`src/core/sip_pkg.sv`:
```
// Shared constants, types and field layout of the sensor I2C register port.
// Assumes one 100 MHz system clock and a bus master that keeps the I2C speed limits.
package sip_pkg;

  // System clock and bus speeds
  localparam int unsigned CLK_FREQ_KHZ = 100000;
  localparam int unsigned SCL_STD_MAX_KHZ = 100;
  localparam int unsigned SCL_FAST_MAX_KHZ = 400;
  localparam int unsigned SCL_MIN_PERIOD_CYC = CLK_FREQ_KHZ / SCL_FAST_MAX_KHZ;

  // Target address and pointer
  localparam logic [6:0] TARGET_ADDR = 7'h32;
  localparam int unsigned PTR_W = 8;
  localparam logic [7:0] PTR_RESET = 8'h00;
  localparam logic [7:0] PTR_STEP = 8'h01;
  localparam logic [3:0] BITS_PER_BYTE = 4'h8;

  // Driver check bytes
  localparam logic [7:0] SCRATCH_FIRST = 8'h88;
  localparam logic [7:0] SCRATCH_LAST = 8'h8B;
  localparam logic [7:0] RAM_RESET = 8'h00;

  // Read-only factory region and its fields
  localparam logic [7:0] NVM_BASE = 8'h00;
  localparam int unsigned NVM_BYTES = 32;
  localparam logic [7:0] NVM_CAL_COND_OFS = 8'h00;
  localparam logic [7:0] NVM_TRACK_ID_OFS = 8'h04;
  localparam logic [7:0] NVM_RESIST_OFS = 8'h08;
  localparam logic [7:0] NVM_SLOPE_OFS = 8'h10;
  localparam logic [7:0] NVM_ICEPT_OFS = 8'h18;

  typedef struct packed {
    logic scl;
    logic sda;
  } sip_pins_s;

  typedef enum logic [3:0] {
    ST_IDLE,
    ST_ADDR,
    ST_ADDR_ACK,
    ST_PTR,
    ST_PTR_ACK,
    ST_WDATA,
    ST_WDATA_ACK,
    ST_RDATA,
    ST_RACK,
    ST_IGNORE
  } sip_state_e;

endpackage

```
`src/core/sip_pin_sync.sv`:
```
// Two-stage synchroniser for the SCL and SDA pin levels.
// Assumes asynchronous pin inputs and the system clock.
`timescale 1ns/1ps
`default_nettype none
module sip_pin_sync
  import sip_pkg::*;
(
  // Clock and reset
  input wire logic clk,
  input wire logic reset,
  // Pins
  input wire sip_pins_s pins_raw,
  output var sip_pins_s pins_sync
);

  sip_pins_s meta_reg;

  always_ff @(posedge clk)
  begin
    if (reset)
    begin
      meta_reg <= '1;
      pins_sync <= '1;
    end
    else
    begin
      meta_reg <= pins_raw;
      pins_sync <= meta_reg;
    end
  end

endmodule
`default_nettype wire

```
`src/core/sip_port.sv`:
```
// I2C target register port: address match, pointer, burst write and read.
// Assumes open-drain SCL/SDA pins resolved outside and a 100 MHz clock.
`timescale 1ns/1ps
`default_nettype none
module sip_port
  import sip_pkg::*;
#(
  parameter logic [6:0] OWN_ADDR = TARGET_ADDR,
  parameter logic [NVM_BYTES*8-1:0] NVM_IMAGE = '0
)
(
  // Clock and reset
  input wire logic clk,
  input wire logic reset,
  // I2C pins
  input wire logic scl_i,
  input wire logic sda_i,
  output logic sda_o,
  output logic sda_oe,
  // Status
  output logic selected
);

  sip_pins_s pins_s;
  sip_pins_s pins_q;
  sip_state_e state_reg;
  sip_state_e state_next;
  logic [3:0] bitcnt_reg;
  logic [3:0] bitcnt_next;
  logic [7:0] shift_reg;
  logic [7:0] shift_next;
  logic [7:0] tx_reg;
  logic [7:0] tx_next;
  logic [7:0] ptr_reg;
  logic [7:0] ptr_next;
  logic oe_reg;
  logic oe_next;
  logic ack_reg;
  logic ack_next;
  logic wr_en;
  logic [7:0] rd_data;

  // Sampling at 100 MHz leaves ample margin for 400 kHz SCL
  sip_pin_sync u_sync (
    .clk(clk),
    .reset(reset),
    .pins_raw({scl_i, sda_i}),
    .pins_sync(pins_s)
  );

  sip_reg_store #(
    .NVM_SIZE(NVM_BYTES),
    .NVM_IMAGE(NVM_IMAGE)
  ) u_store (
    .clk(clk),
    .reset(reset),
    .wr_en(wr_en),
    .wr_addr(ptr_reg),
    .wr_data(shift_reg),
    .rd_addr(ptr_reg),
    .rd_data(rd_data)
  );

  wire scl_rise = pins_s.scl & ~pins_q.scl;
  wire scl_fall = ~pins_s.scl & pins_q.scl;
  wire start_det = pins_s.scl & pins_q.scl & pins_q.sda & ~pins_s.sda;
  wire stop_det = pins_s.scl & pins_q.scl & ~pins_q.sda & pins_s.sda;
  wire byte_done = (bitcnt_reg == BITS_PER_BYTE);
  wire addr_match = (shift_reg[7:1] == OWN_ADDR);
  wire rw_read = shift_reg[0];
  wire [7:0] ptr_inc = ptr_reg + PTR_STEP;
  wire rd_msb = rd_data[7];

  assign sda_o = 1'b0;
  assign sda_oe = oe_reg;
  assign selected = (state_reg != ST_IDLE) && (state_reg != ST_IGNORE) &&
                    (state_reg != ST_ADDR);

  always_comb
  begin
    state_next = state_reg;
    bitcnt_next = bitcnt_reg;
    shift_next = shift_reg;
    tx_next = tx_reg;
    ptr_next = ptr_reg;
    oe_next = oe_reg;
    ack_next = ack_reg;
    wr_en = 1'b0;
    if (stop_det)
    begin
      state_next = ST_IDLE;
      oe_next = 1'b0;
    end
    else if (start_det)
    begin
      // Pointer survives a repeated START
      state_next = ST_ADDR;
      bitcnt_next = 4'h0;
      oe_next = 1'b0;
    end
    else
    begin
      case (state_reg)
        ST_ADDR, ST_PTR, ST_WDATA:
        begin
          if (scl_rise && !byte_done)
          begin
            shift_next = {shift_reg[6:0], pins_s.sda};
            bitcnt_next = bitcnt_reg + 4'h1;
          end
          else if (scl_fall && byte_done)
          begin
            bitcnt_next = 4'h0;
            oe_next = 1'b1;
            if (state_reg == ST_ADDR)
            begin
              if (addr_match)
                state_next = ST_ADDR_ACK;
              else
              begin
                state_next = ST_IGNORE;
                oe_next = 1'b0;
              end
            end
            else if (state_reg == ST_PTR)
            begin
              ptr_next = shift_reg;
              state_next = ST_PTR_ACK;
            end
            else
            begin
              wr_en = 1'b1;
              ptr_next = ptr_inc;
              state_next = ST_WDATA_ACK;
            end
          end
        end
        ST_ADDR_ACK:
        begin
          if (scl_fall)
          begin
            if (rw_read)
            begin
              tx_next = rd_data;
              oe_next = ~rd_data[7];
              state_next = ST_RDATA;
            end
            else
            begin
              oe_next = 1'b0;
              state_next = ST_PTR;
            end
          end
        end
        ST_PTR_ACK, ST_WDATA_ACK:
        begin
          if (scl_fall)
          begin
            oe_next = 1'b0;
            state_next = ST_WDATA;
          end
        end
        ST_RDATA:
        begin
          if (scl_rise && !byte_done)
            bitcnt_next = bitcnt_reg + 4'h1;
          else if (scl_fall && byte_done)
          begin
            oe_next = 1'b0;
            state_next = ST_RACK;
          end
          else if (scl_fall)
          begin
            tx_next = {tx_reg[6:0], 1'b0};
            oe_next = ~tx_reg[6];
          end
        end
        ST_RACK:
        begin
          if (scl_rise)
          begin
            ack_next = ~pins_s.sda;
            ptr_next = ptr_inc;
          end
          else if (scl_fall)
          begin
            bitcnt_next = 4'h0;
            if (ack_reg)
            begin
              tx_next = rd_data;
              oe_next = ~rd_data[7];
              state_next = ST_RDATA;
            end
            else
            begin
              oe_next = 1'b0;
              state_next = ST_IGNORE;
            end
          end
        end
        ST_IDLE, ST_IGNORE:
        begin
          oe_next = 1'b0;
        end
        default:
        begin
          state_next = ST_IDLE;
          oe_next = 1'b0;
        end
      endcase
    end
  end

  always_ff @(posedge clk)
  begin
    if (reset)
    begin
      pins_q <= '1;
      state_reg <= ST_IDLE;
      bitcnt_reg <= 4'h0;
      shift_reg <= 8'h00;
      tx_reg <= 8'h00;
      ptr_reg <= PTR_RESET;
      oe_reg <= 1'b0;
      ack_reg <= 1'b0;
    end
    else
    begin
      pins_q <= pins_s;
      state_reg <= state_next;
      bitcnt_reg <= bitcnt_next;
      shift_reg <= shift_next;
      tx_reg <= tx_next;
      ptr_reg <= ptr_next;
      oe_reg <= oe_next;
      ack_reg <= ack_next;
    end
  end
endmodule
`default_nettype wire

```
`src/core/sip_reg_store.sv`:
```
// Byte register store: writable RAM bytes and a read-only factory region.
// Assumes writes and reads come from the port controller on the same clock.
`timescale 1ns/1ps
`default_nettype none
module sip_reg_store
  import sip_pkg::*;
#(
  parameter int unsigned NVM_SIZE = NVM_BYTES,
  // Factory image; default content is arbitrary
  parameter logic [NVM_BYTES*8-1:0] NVM_IMAGE = '0
)
(
  // Clock and reset
  input wire logic clk,
  input wire logic reset,
  // Write side
  input wire logic wr_en,
  input wire logic [7:0] wr_addr,
  input wire logic [7:0] wr_data,
  // Read side
  input wire logic [7:0] rd_addr,
  output logic [7:0] rd_data
);

  logic [7:0] ram_reg [0:255];

  function automatic logic in_nvm(input logic [7:0] a);
    in_nvm = (a >= NVM_BASE) && ({1'b0, a} < ({1'b0, NVM_BASE} + 9'(NVM_SIZE)));
  endfunction

  wire rd_is_nvm = in_nvm(rd_addr);
  wire [7:0] nvm_byte = NVM_IMAGE[8*(rd_addr - NVM_BASE) +: 8];
  // Factory region readable, RAM elsewhere
  assign rd_data = rd_is_nvm ? nvm_byte : ram_reg[rd_addr];

  always_ff @(posedge clk)
  begin
    if (reset)
    begin
      for (int i = 0; i < 256; i++)
        ram_reg[i] <= RAM_RESET;
    end
    else if (wr_en && !in_nvm(wr_addr))
      ram_reg[wr_addr] <= wr_data;
  end
endmodule
`default_nettype wire

```
`config.mk`:
```
export PLATFORM = sky130hd
export DESIGN_NAME = sip_port
export DESIGN_NICKNAME = d
export VERILOG_FILES = /design/src/core/sip_pkg.sv /design/src/core/sip_pin_sync.sv /design/src/core/sip_port.sv /design/src/core/sip_reg_store.sv
export SDC_FILE = /design/constraint.sdc
export NUM_CORES = 2
export LEC_CHECK = 0
export ABC_AREA = 1
export BUFFER_PORTS_ARGS = -buffer_cell sky130_fd_sc_hd__buf_2
export CORE_MARGIN = 8
export CORE_UTILIZATION = 25
export DETAILED_ROUTE_END_ITERATION = 6
export GPL_TIMING_DRIVEN = 1
export PLACE_DENSITY = 0.44
export SLEW_MARGIN = 40
export SYNTH_ARGS = -nofsm -noshare
export SYNTH_HDL_FRONTEND = slang
export SYNTH_HIERARCHICAL = 1
export SYNTH_SLANG_ARGS = --single-unit
```
`constraint.sdc`:
```
create_clock -name clk -period 7.75 [get_ports clk]
set_input_delay 1.1625 -clock clk [delete_from_list [all_inputs] [get_ports clk]]
set_output_delay 1.1625 -clock clk [all_outputs]
set_load 0.1 [all_outputs]
```
==> reports/metrics.yaml <==
status: "complete, no violations"
finalMaxSlewViolations: 0
synth_seq_cells: 1831
die_w_um: 594
crit_arrival_ns: 5.08
post_cts_buffers: 0
hp-class: "register to register"
switchingPower_mw: 10.5
worstMarginPinSlew_ns: 0.888
critPathLaunchType: "register"
post_cts_resized: 0
dpl.cell_count: 12700
hpwl_um: 165000
end_kind: "register"
detailed_place.area_sq_mm: 0.0878
clockPowerShare_pct: 32.7
required_ns: 8.53
drv_cap: 0
syn_avg_cell_area_sq_um: 9.46
start_util_pct: 25.1
routed_wl_um: 280000
p_seq_share_pct: 39.3
pwr_density_cell_mw_per_mm2: 307
max_stage_delay_ns: 0.65
firstDrtPassIters: 6
p_leak_nw: 32.4
layout_min_cycle_time_ns: 4.29
clock_latency_ns: 0.85
mostFrequentLayoutCells: "nand2_1, nor2_1, edfxtp_1"
crit_top_cell: "nand3_1"
yosys_most_used_dff: "edfxtp_1"
p_int_mw: 18.5
setup_viol: 0
power_frac_comb_pct: 27.9
finalSetupTns_ns: 0
final_antenna_net_count: 0
cts_root_buf: "clkbuf_16"
yosysWarnings: 6
fmax_ghz: 0.233
largest_reg_flops: 1792
io_buffers: 5
netlist-cell-type-count: 40
post_drt_via_cell_ratio: 4.79
grt_max_degree: 192
netSwitchingFraction_pct: 36.1
skew_ns: 0.0550
fin_crit_sh_pct: 55.4
ioPinCount: 7
synth_edf_count: 1792
synthesis.area_sq_mm: 0.0835
dieArea_sq_mm: 0.353
async_flop_share_pct: 0
fin_hold_ws_ns: 0.419
num_vias: 62600
vdd_drop_max_mv: 0.225
max_slew_margin_pct: 40.8
clk_pin_slew_ns: 0.06
grt_overflow: 0
gp_congestion: 0.836
critPathMaxFanout: 127
cts_hold_buf: 0
grt_pass1_vias: 61700
drive_above_1_share_pct: 5.35
worstPathCellList: "buf_4, buf_12, buf_16, nand2_1, nand3_1, nand3_1, nand3_1, nand3_1, nand2_1, nand2_1, nand3_1, nand3_1, nand2_1, nand2_1, nand2_1, nand3_1, a21oi_1"
antenna_found_initial: 12
cts_max_path_buffers: 3
path_class: "register to register"
drtIter0Drc: 5692
finalNonFillerCells: 13100
synth_nets: 8830
row_count: 212
track_usage_pct: 15.2
cpMaxStageDelayCell: "buf_4"
yosysSeqAreaShare_pct: 65.4
clock_sinks: 1831
syn-instance-count: 8823
fin_area_sq_mm: 0.0943
drc: 0
fin_nets: 8515
numCtsBuffers: 208
hold_viol_final: 0
cts_tree: "done"
h-tree-depth: 4
layout_commonest_cell: "nand2_1"
wl_per_cell_um: 21.4
areaGrowthSynthToFinish_pct: 13.0
rsz0062_at_grt: "false"
die_h_um: 594
grt_pass1_wl_um: 411000
core_sq_mm: 0.333
routing by layer:
| layer | global-route usage, % | wire (um) | vias to the layer above |
|---|---|---|---|
| met1 | 20.4 | 122000 | 31200 |
| met4 | 4.36 | 7780 | 0 |
| met5 | 0 | 0 | - |
| li1 | - | - | 29100 |
| met2 | 25.7 | 134000 | 1914 |
| met3 | 2.05 | 15600 | 383 |
worst paths after layout:
| path | startpoint | endpoint | slack (ns) | cells after the start |
|---|---|---|---|---|
| min reg2reg | u_sync/meta_reg[1] | u_sync/pins_sync[1] | 0.42 | 2 |
| min | u_sync/meta_reg[1] | u_sync/pins_sync[1] | 0.42 | 2 |
| max reg2reg | ptr_reg[0] | tx_reg[2] | 3.46 | 17 |
| max | ptr_reg[0] | tx_reg[2] | 3.46 | 17 |
worst max-delay path, delay by kind of cell, from the launching register on:
family                 cells  cell delay, ns
AOI/OAI and AO/OA          1            0.15
buffers and inverters      3            1.41
DFF                        1            0.62
and+or+nand+nor           13            1.84
synth_stat cells (17+ instances only):
master       n  area share (%)
a21oi_1     76            0.46
nor3_1      17            0.10
edfxtp_1  1792              64
clkbuf_1   435             2.0
nand3_1   1496             9.0
o31ai_1     24            0.22
o21ai_0     72            0.43
inv_2       18           0.081
buf_1       73            0.33
buf_2      132            0.79
dfxtp_1     39            0.94
inv_1       51            0.23
nor2_1    1964             8.8
nand2_1   2556              11
stage by stage:
step | setup slack [ns] | util (%) | power (mW)
final | 3.46 | 28.3 | 29.0
after global routing | 3.21 | 28.3 | 30.3
after CTS | 3.48 | 28.3 | 29.2
after detailed placement | 3.30 | 26.4 | 19.7
after global placement | 3.14 | 26.3 | 19.7
after floorplan | 4.67 | - | 16.5
final cells by class:
class | instances | area [sq um]
fillers | 35000 | 239000
flip-flops and latches | 1831 | 54600
multi-input cells | 6275 | 26100
clock buffers | 270 | 5540
well taps | 4387 | 5490
repair buffers | 120 | 1240
clock inverters | 101 | 882
inverters | 72 | 390
diodes | 4 | 10.0
power by group through the flow:
stage | registers [mW] | logic (mW) | clock network (mW)
final | 11.4 | 8.10 | 9.48
after global routing | 11.4 | 8.77 | 10.1
after CTS | 11.4 | 8.08 | 9.71
after detailed placement | 11.6 | 8.07 | 0
after global placement | 11.6 | 8.08 | 0
after floorplan | 11.5 | 5.00 | 0
logic make-up (layout without fill, tap and decap cells):
| group | after synthesis | after routing | synth area share, % |
|---|---|---|---|
| AOI/OAI and AO/OA | 201 | 201 | 1.36 |
| xor gates and xnor gates | 4 | 4 | 0.0420 |
| adders and majority gates | 3 | 3 | 0.0450 |
| buffers and inverters | 717 | 563 | 3.46 |
| DFF | 1831 | 1831 | 65.4 |
| other | 1 | 5 | 0.00449 |
| and+or+nand+nor | 6066 | 6066 | 29.7 |
Power figures use the tool's default switching activity.
